## src/adcsc_map.svh

```systemverilog
`ifndef ADCSC_MAP_SVH
`define ADCSC_MAP_SVH

// ****************************************
// control and status word bit positions
// ****************************************
`define ADCSC_SB_ZERO    15
`define ADCSC_SB_BUSY    14
`define ADCSC_CB_SGL     13
`define ADCSC_CB_CH_HI   12
`define ADCSC_CB_CH_LO   10
`define ADCSC_CB_PM_HI   9
`define ADCSC_CB_PM_LO   8
`define ADCSC_CB_RB_HI   7
`define ADCSC_CB_RB_LO   6
`define ADCSC_CB_MODE    5
`define ADCSC_SB_DONT    4
`define ADCSC_CB_KIND    3
`define ADCSC_CB_TGT_HI  2
`define ADCSC_CB_TGT_LO  1
`define ADCSC_CB_START   0

// ****************************************
// reset values and fixed fields
// ****************************************
`define ADCSC_STAT_RST   16'h0000
`define ADCSC_RD_RST     16'h0000
`define ADCSC_STAT_ID    2'h3
`define ADCSC_RD_LEAD    2'h0
`define ADCSC_CAL_RST    14'h0000

// ****************************************
// calibration register indices
// ****************************************
`define ADCSC_IDX_GAIN   4'h0
`define ADCSC_IDX_OFF    4'h1
`define ADCSC_IDX_LAST   4'h9

`endif

```

## src/adcsc_pkg.sv

```systemverilog
package adcsc_pkg;

    // calibration target select, in field order 00..11
    typedef enum logic [1:0] {
        ADCSC_TGT_ALL,
        ADCSC_TGT_GAIN_OFF,
        ADCSC_TGT_OFF,
        ADCSC_TGT_GAIN
    } adcsc_tgt_t;

    // readback select, in field order 00..11
    typedef enum logic [1:0] {
        ADCSC_RB_RES_A,
        ADCSC_RB_RES_B,
        ADCSC_RB_CAL,
        ADCSC_RB_STAT
    } adcsc_rb_t;

    typedef struct packed {
        logic       alive;
        logic       sgl;
        logic [2:0] ch;
        logic [1:0] pm;
        adcsc_rb_t  rb;
        logic       mode;
        logic       kind;
        adcsc_tgt_t tgt;
        logic       cal_run;
        logic [3:0] ptr;
        logic [15:0] status;
        logic [15:0] rd_data;
        logic       rd_valid;
    } adcsc_top_st_t;

endpackage : adcsc_pkg

```

## src/adcsc_cal_file.sv

```systemverilog
`timescale 1ns/1ps
`include "adcsc_map.svh"

module adcsc_cal_file #(
    parameter int WIDTH = 14,
    parameter int DEPTH = 10
) (
    input  wire logic                     i_clk,
    input  wire logic                     i_rst_n,
    input  wire logic                     i_we,
    input  wire logic [3:0]               i_waddr,
    input  wire logic [WIDTH-1:0]         i_wdata,
    input  wire logic [3:0]               i_raddr,
    output logic      [WIDTH-1:0]         o_rdata
);

    typedef struct packed {
        logic [DEPTH-1:0][WIDTH-1:0] mem;
    } adcsc_cal_st_t;

    adcsc_cal_st_t st_reg;
    adcsc_cal_st_t st_next;

    // ****************************************
    // storage
    // ****************************************
    always_comb begin
        st_next = st_reg;
        if (i_we && (32'(i_waddr) < DEPTH)) begin
            st_next.mem[i_waddr] = i_wdata;
        end
    end

    always_ff @(posedge i_clk or negedge i_rst_n) begin
        if (!i_rst_n) begin
            st_reg <= '0;
        end else begin
            st_reg <= st_next;
        end
    end

    // out-of-range index reads zero rather than wrapping
    assign o_rdata = (32'(i_raddr) < DEPTH) ? st_reg.mem[i_raddr] : WIDTH'(`ADCSC_CAL_RST);

endmodule : adcsc_cal_file

```

## src/adcsc_regs.sv

```systemverilog
`timescale 1ns/1ps
`include "adcsc_map.svh"

// How it works
// - status word is read only, sixteen bits
// - readback select 11 returns status next read
// - status word clears to zero at power-up
// - bit15 reads 0, bits 7:6 read 1
// - bit14 busy during conversion or calibration
// - bits 13:10 show channel selection
// - bits 9:8 show power-down select
// - bit5 interface mode, cleared each read
// - bit3 calibration kind, bit4 undefined
// - bit0 set while calibration runs
// - bits 2:1 show calibration target
// - ten readable writable calibration registers
// - calibration engine updates registers itself
// - target code chooses register access set
// - same target governs reads and writes
// - readback select 10 returns calibration data
// - pointer resets on control write, sequence end
// - pointer starts at gain, offset-only excepted
// - pointer auto-advances in multi-register sets
// - early stop, next control write resets
// - calibration reads carry two leading zeros
// - calibration start flag clears when done
// - offset word is zeros plus fourteen bits

module adcsc_regs #(
    parameter int CAL_W = 14,
    parameter int CAL_N = 10
) (
    input  wire logic             i_clk,
    input  wire logic             i_rstn,
    input  wire logic             i_ctrl_wr,
    input  wire logic [15:0]      i_ctrl_data,
    input  wire logic             i_cal_wr,
    input  wire logic [CAL_W-1:0] i_cal_wdata,
    input  wire logic             i_rd,
    input  wire logic [CAL_W-1:0] i_conv_result,
    input  wire logic             i_conv_busy,
    input  wire logic             i_cal_done,
    input  wire logic             i_eng_we,
    input  wire logic [3:0]       i_eng_idx,
    input  wire logic [CAL_W-1:0] i_eng_data,
    output logic      [15:0]      o_status,
    output logic      [15:0]      o_rd_data,
    output logic                  o_rd_valid,
    output logic                  o_cal_start_flag,
    output logic                  o_cal_kind_select,
    output logic      [1:0]       o_cal_target_sel,
    output logic                  o_single_ended_select,
    output logic      [2:0]       o_channel_sel,
    output logic      [1:0]       o_power_down_sel,
    output logic                  o_mode1,
    output logic      [3:0]       o_cal_ptr
);

    // ****************************************
    // reset release
    // ****************************************
    logic [1:0] rsync_reg;
    logic       rst_n;

    always_ff @(posedge i_clk or negedge i_rstn) begin
        if (!i_rstn) begin
            rsync_reg <= 2'h0;
        end else begin
            rsync_reg <= {rsync_reg[0], 1'b1};
        end
    end

    assign rst_n = rsync_reg[1];

    // ****************************************
    // pointer helpers
    // ****************************************
    function automatic logic [3:0] first_idx(input adcsc_pkg::adcsc_tgt_t t);
        first_idx = (t == adcsc_pkg::ADCSC_TGT_OFF) ? `ADCSC_IDX_OFF : `ADCSC_IDX_GAIN;
    endfunction : first_idx

    function automatic logic [3:0] last_idx(input adcsc_pkg::adcsc_tgt_t t);
        case (t)
            adcsc_pkg::ADCSC_TGT_ALL:      last_idx = `ADCSC_IDX_LAST;
            adcsc_pkg::ADCSC_TGT_GAIN_OFF: last_idx = `ADCSC_IDX_OFF;
            adcsc_pkg::ADCSC_TGT_OFF:      last_idx = `ADCSC_IDX_OFF;
            default:                       last_idx = `ADCSC_IDX_GAIN;
        endcase
    endfunction : last_idx

    function automatic logic [3:0] step_ptr(input logic [3:0] p,
                                            input adcsc_pkg::adcsc_tgt_t t);
        if (p == last_idx(t)) begin
            step_ptr = first_idx(t);
        end else begin
            step_ptr = 4'(p + 4'h1);
        end
    endfunction : step_ptr

    // ****************************************
    // state
    // ****************************************
    adcsc_pkg::adcsc_top_st_t st_reg;
    adcsc_pkg::adcsc_top_st_t st_next;

    logic             cal_access;
    logic             host_we;
    logic             file_we;
    logic [3:0]       file_waddr;
    logic [CAL_W-1:0] file_wdata;
    logic [CAL_W-1:0] cal_q;
    logic             start_req;

    // host writes are locked out while the engine owns the file
    assign host_we    = i_cal_wr && !st_reg.cal_run;
    assign file_we    = (st_reg.cal_run && i_eng_we) || host_we;
    assign file_waddr = st_reg.cal_run ? i_eng_idx : st_reg.ptr;
    assign file_wdata = st_reg.cal_run ? i_eng_data : i_cal_wdata;
    // reads and writes share one pointer; the host keeps them apart
    assign cal_access = host_we || (i_rd && st_reg.rb == adcsc_pkg::ADCSC_RB_CAL);
    assign start_req  = i_ctrl_wr && i_ctrl_data[`ADCSC_CB_START];

    adcsc_cal_file #(
        .WIDTH (CAL_W),
        .DEPTH (CAL_N)
    ) u_cal_file (
        .i_clk   (i_clk),
        .i_rst_n (rst_n),
        .i_we    (file_we),
        .i_waddr (file_waddr),
        .i_wdata (file_wdata),
        .i_raddr (st_reg.ptr),
        .o_rdata (cal_q)
    );

    always_comb begin
        st_next          = st_reg;
        st_next.alive    = 1'b1;
        st_next.rd_valid = 1'b0;

        // read uses the selection in force before any same-cycle write
        if (i_rd) begin
            st_next.rd_valid = 1'b1;
            st_next.mode     = 1'b0;
            case (st_reg.rb)
                adcsc_pkg::ADCSC_RB_STAT: st_next.rd_data = st_reg.status;
                adcsc_pkg::ADCSC_RB_CAL:  st_next.rd_data = {`ADCSC_RD_LEAD, cal_q};
                default:                  st_next.rd_data = {`ADCSC_RD_LEAD, i_conv_result};
            endcase
        end

        if (cal_access) begin
            st_next.ptr = step_ptr(st_reg.ptr, st_reg.tgt);
        end

        if (st_reg.cal_run && i_cal_done) begin
            st_next.cal_run = 1'b0;
        end

        // status word itself takes no write; only control fields land
        if (i_ctrl_wr) begin
            st_next.sgl  = i_ctrl_data[`ADCSC_CB_SGL];
            st_next.ch   = i_ctrl_data[`ADCSC_CB_CH_HI:`ADCSC_CB_CH_LO];
            st_next.pm   = i_ctrl_data[`ADCSC_CB_PM_HI:`ADCSC_CB_PM_LO];
            st_next.rb   = adcsc_pkg::adcsc_rb_t'(i_ctrl_data[`ADCSC_CB_RB_HI:`ADCSC_CB_RB_LO]);
            st_next.mode = i_ctrl_data[`ADCSC_CB_MODE];
            st_next.kind = i_ctrl_data[`ADCSC_CB_KIND];
            st_next.tgt  = adcsc_pkg::adcsc_tgt_t'(i_ctrl_data[`ADCSC_CB_TGT_HI:`ADCSC_CB_TGT_LO]);
            st_next.ptr  = first_idx(st_next.tgt);
            if (start_req) begin
                st_next.cal_run = 1'b1;
            end
        end

        st_next.status = {1'b0,
                          i_conv_busy || st_reg.cal_run,
                          st_reg.sgl, st_reg.ch,
                          st_reg.pm,
                          `ADCSC_STAT_ID,
                          st_reg.mode,
                          1'b0,
                          st_reg.kind,
                          st_reg.tgt,
                          st_reg.cal_run};
    end

    always_ff @(posedge i_clk or negedge rst_n) begin
        if (!rst_n) begin
            st_reg         <= '0;
            st_reg.status  <= `ADCSC_STAT_RST;
            st_reg.rd_data <= `ADCSC_RD_RST;
            st_reg.rb      <= adcsc_pkg::ADCSC_RB_RES_A;
            st_reg.tgt     <= adcsc_pkg::ADCSC_TGT_ALL;
        end else begin
            st_reg <= st_next;
        end
    end

    // ****************************************
    // outputs
    // ****************************************
    assign o_status              = st_reg.status;
    assign o_rd_data             = st_reg.rd_data;
    assign o_rd_valid            = st_reg.rd_valid;
    assign o_cal_start_flag      = st_reg.cal_run;
    assign o_cal_kind_select     = st_reg.kind;
    assign o_cal_target_sel      = st_reg.tgt;
    assign o_single_ended_select = st_reg.sgl;
    assign o_channel_sel         = st_reg.ch;
    assign o_power_down_sel      = st_reg.pm;
    assign o_mode1               = st_reg.mode;
    assign o_cal_ptr             = st_reg.ptr;
endmodule : adcsc_regs

```

## config.mk

```make
export PLATFORM = sky130hd
export DESIGN_NAME = adcsc_regs
export DESIGN_NICKNAME = d
export VERILOG_FILES = /design/src/adcsc_pkg.sv /design/src/adcsc_cal_file.sv /design/src/adcsc_regs.sv
export VERILOG_INCLUDE_DIRS = /design/src
export SDC_FILE = /design/constraint.sdc
export NUM_CORES = 1
export LEC_CHECK = 0
export BUFFER_PORTS_ARGS = -buffer_cell sky130_fd_sc_hd__buf_2
export CAP_MARGIN = 20
export CORE_UTILIZATION = 45
export CTS_CLUSTER_DIAMETER = 40
export CTS_CLUSTER_SIZE = 24
export DETAILED_ROUTE_END_ITERATION = 8
export PLACE_DENSITY = 0.73
export SKIP_LAST_GASP = 1
export SYNTH_ARGS = -nofsm -noshare
export SYNTH_HDL_FRONTEND = slang
export SYNTH_SLANG_ARGS = --single-unit
export TNS_END_PERCENT = 1
```

## constraint.sdc

```tcl
create_clock -name i_clk -period 6.1 [get_ports i_clk]
set_input_delay 0.305 -clock i_clk [delete_from_list [all_inputs] [get_ports i_clk]]
set_output_delay 0.305 -clock i_clk [all_outputs]
set_load 0.01 [all_outputs]
```

==> metrics <==
run status=complete, no violations; vias in the first global route=6,250; DP Worst Slack=3.239 ns; Final ANT Viol Nets=0; RSZ-0062 raised after global routing=false; Final Max Slew Viols=0; Clock Path Buffers=2; Final Hold Viols=0; vias per std cell=5.348; Critical Path AT=3.21 ns; Critical Path Max Stage Delay=0.91 ns; Final #Nets=974; total power=0.004173 W; post-route insts no fill=1,180; post-CTS setup buffers=0; I/O pin cnt=118; NetSw=0.001320 W; global-route wire length before repair=32.80 mm; ys async rst share=100.0%; logic gate share of total power=25.6%; Switching Fraction=31.63%; Total Wirelength=20.44 mm; layout cells sized above 1=22.40%; type of element launching the critical path=flop; Die Width=144.1 µm; placed cell count=1,146; max reg flops=140; Final setup viols=0; Reg power frac=47.9%; Port Buffers=111; CORE AREA=19,650 µm²; final worst-path setup slack=3.223 ns; RR Startpoint=o_cal_ptr[2]; P&R area growth vs syn=10.47%; Worst Path Required=6.43 ns; register area share after synthesis=51.78%; GRT Total Usage=20.81%; Synth Warn #=0; chip height=144.1 µm; highest-count cells in the layout ignoring fill and taps=dfrtp_1 (185), buf_2 (111), mux2i_1 (103); RePlAce Congestion=0.7801; HPWL after DPL=13.00 mm; Top FF cell, synth=dfrtp_1; Post-CTS Hold Fix Bufs=1; overflow left after global routing=0; DRC Markers=0; DR pass1 iterations=6; pin count of the biggest net entering global routing=80; WS Path Type=reg2reg; delay-heaviest family, CP=simple AND/OR/NAND/NOR gates; initial DRC count=423; Post-synth EDFFs=0; skew final=0.006734 ns; sum of buffers and inverters on the critical path=0; HP Class=in2reg; Slew headroom=25.70%; P_int=0.002853 W; Syn Std Cell Area=9085 µm²; TritonCTS buffer count=17; synthesis-stage register bit count=188; Rows=51; CTS tree=yes; initial core utilization=46.22%; CTS Root Buffer Type=clkbuf_16; worst vdd ir=0.0002258 V; Clk Latency, worst-skew pair=0.43 ns; diode count=0; CP Cell Sequence=nor2_2, nand3_1, o21ai_2, mux2i_1; post-route setup TNS=0 ns; Leak Pwr=4.722 nW; H-tree depth=4; Hold Path Origin=i_cal_done; # clock sinks=188; Setup crit start=o_cal_ptr[2]; Post-Synthesis Cells=853; Cell Area, Placed=9413 µm²; wire per inst=17.32 µm; DR vias=6,311; clock power share=26.5%; Max stage delay cell, worst path=o21ai_2; post-cts sizing count=0; Clock transition at path regs=0.06 ns; cell area after layout=10,040 µm²; commonest non-fill, non-tap cell in the layout=dfrtp_1; Max Cap Viol=0; min Tclk post-route=2.877 ns; Slew @ Worst Pin=1.115 ns; Power Density=415.8 nW/µm²; Worst setup EP type=flop; ratio of final minimum period to clock period=47.17%; max frequency=347.6 MHz; crit path max fanout=17; die area=20,760 µm²; mean post-synth cell area=10.65 µm²; Synth cell types=54; initial antenna violation count=0
==> cell type report <==
type,count,area [µm²]
clock buffer,20,446.7
clock inverter,11,143.9
fill,1770,9618
inverter,35,131.4
multi-input combinational,536,3598
sequential,188,4713
tap,265,331.6
timing repair buffer,125,670.6
==> logic make-up after synthesis <==
kind of cell / count (synthesis) / share of synthesized area (%)
AOI/OAI and AO/OA: 208 / 15.19
muxes: 121 / 13.87
adders and majority gates: 1 / 0.1377
buffers and inverters: 132 / 8.732
other: 2 / 0.08266
xor gates and xnor gates: 1 / 0.09642
and+or+nand+nor: 200 / 10.11
DFF: 188 / 51.78
==> path summary, 6_finish.rpt <==
| check | to | slack [ns] | cells after the start |
|---|---|---|---|
| worst min-delay path | o_cal_start_flag | 0.07 | 2 |
| min in group asynchronous | rsync_reg[1] | 0.18 | 2 |
| worst min register to register | rsync_reg[1] | 0.35 | 0 |
| worst max register to register | u_cal_file.st_reg[131] | 3.22 | 4 |
| max in group asynchronous | u_cal_file.st_reg[64] | 4.29 | 1 |
| worst max-delay path | u_cal_file.st_reg[131] | 3.22 | 4 |
==> through the flow <==
stage	util [%]	hold WS (ns)
after CTS	50.95	0.06055
after floorplan	-	0.009409
final	51.06	0.06680
after global routing	51.06	0.07498
after global placement	47.89	0.09244
after detailed placement	47.89	0.09515
==> Yosys cell counts, types with 3 or more instances <==
| cell | number | area, µm² |
|---|---|---|
| buf_6 | 12 | 135.1 |
| nand3b_1 | 6 | 45.04 |
| a22oi_1 | 19 | 142.6 |
| a221oi_4 | 4 | 105.1 |
| o21ai_1 | 51 | 255.2 |
| o21ai_0 | 25 | 125.1 |
| and3_1 | 4 | 25.02 |
| inv_1 | 35 | 131.4 |
| a31o_2 | 6 | 52.55 |
| mux2_2 | 11 | 123.9 |
| a211o_1 | 4 | 35.03 |
| a221o_1 | 8 | 80.08 |
| mux2i_2 | 6 | 82.58 |
| o211ai_1 | 3 | 22.52 |
| buf_2 | 19 | 95.09 |
| a2bb2oi_1 | 4 | 35.03 |
| a221oi_1 | 3 | 26.28 |
| dfrtp_1 | 188 | 4705 |
| nor2_1 | 70 | 262.8 |
| nand3_1 | 15 | 75.07 |
| or3b_2 | 3 | 26.28 |
| nor2b_1 | 4 | 25.02 |
| mux2i_1 | 103 | 1031 |
| a21oi_2 | 12 | 105.1 |
| nor3b_1 | 3 | 22.52 |
| a31oi_1 | 7 | 43.79 |
| nand2_1 | 78 | 292.8 |
| a21oi_1 | 54 | 270.3 |
| buf_4 | 49 | 367.9 |
| clkbuf_1 | 16 | 60.06 |
==> power groups by stage <==
stage          clock [W]  sequential [W]  combinational [W]
2_1_floorplan          0         0.00192           0.000903
3_3_place_gp           0         0.00199            0.00102
3_5_place_dp           0         0.00202            0.00105
4_1_cts          0.00112         0.00199            0.00107
5_1_grt          0.00117         0.00205            0.00121
6_report         0.00111         0.00200            0.00107
==> routing by layer <==
layer / up-vias / track usage (%) / wire length (µm) / part of all wire [%]
met5: - / 0 / 0 / 0
met4: 0 / 7.111 / 357 / 1.7
met3: 27 / 4.040 / 1032 / 5.0
met2: 171 / 36.16 / 10070 / 49
met1: 3088 / 25.78 / 8980 / 44
li1: 3025 / - / - / -
==> worst register-to-register path: stages (launching register included) <==
cell	delay, ns
dfrtp_1	0.55
nor2_2	0.80
nand3_1	0.23
o21ai_2	0.91
mux2i_1	0.30
Note: power is estimated with default switching activity, not from simulation.
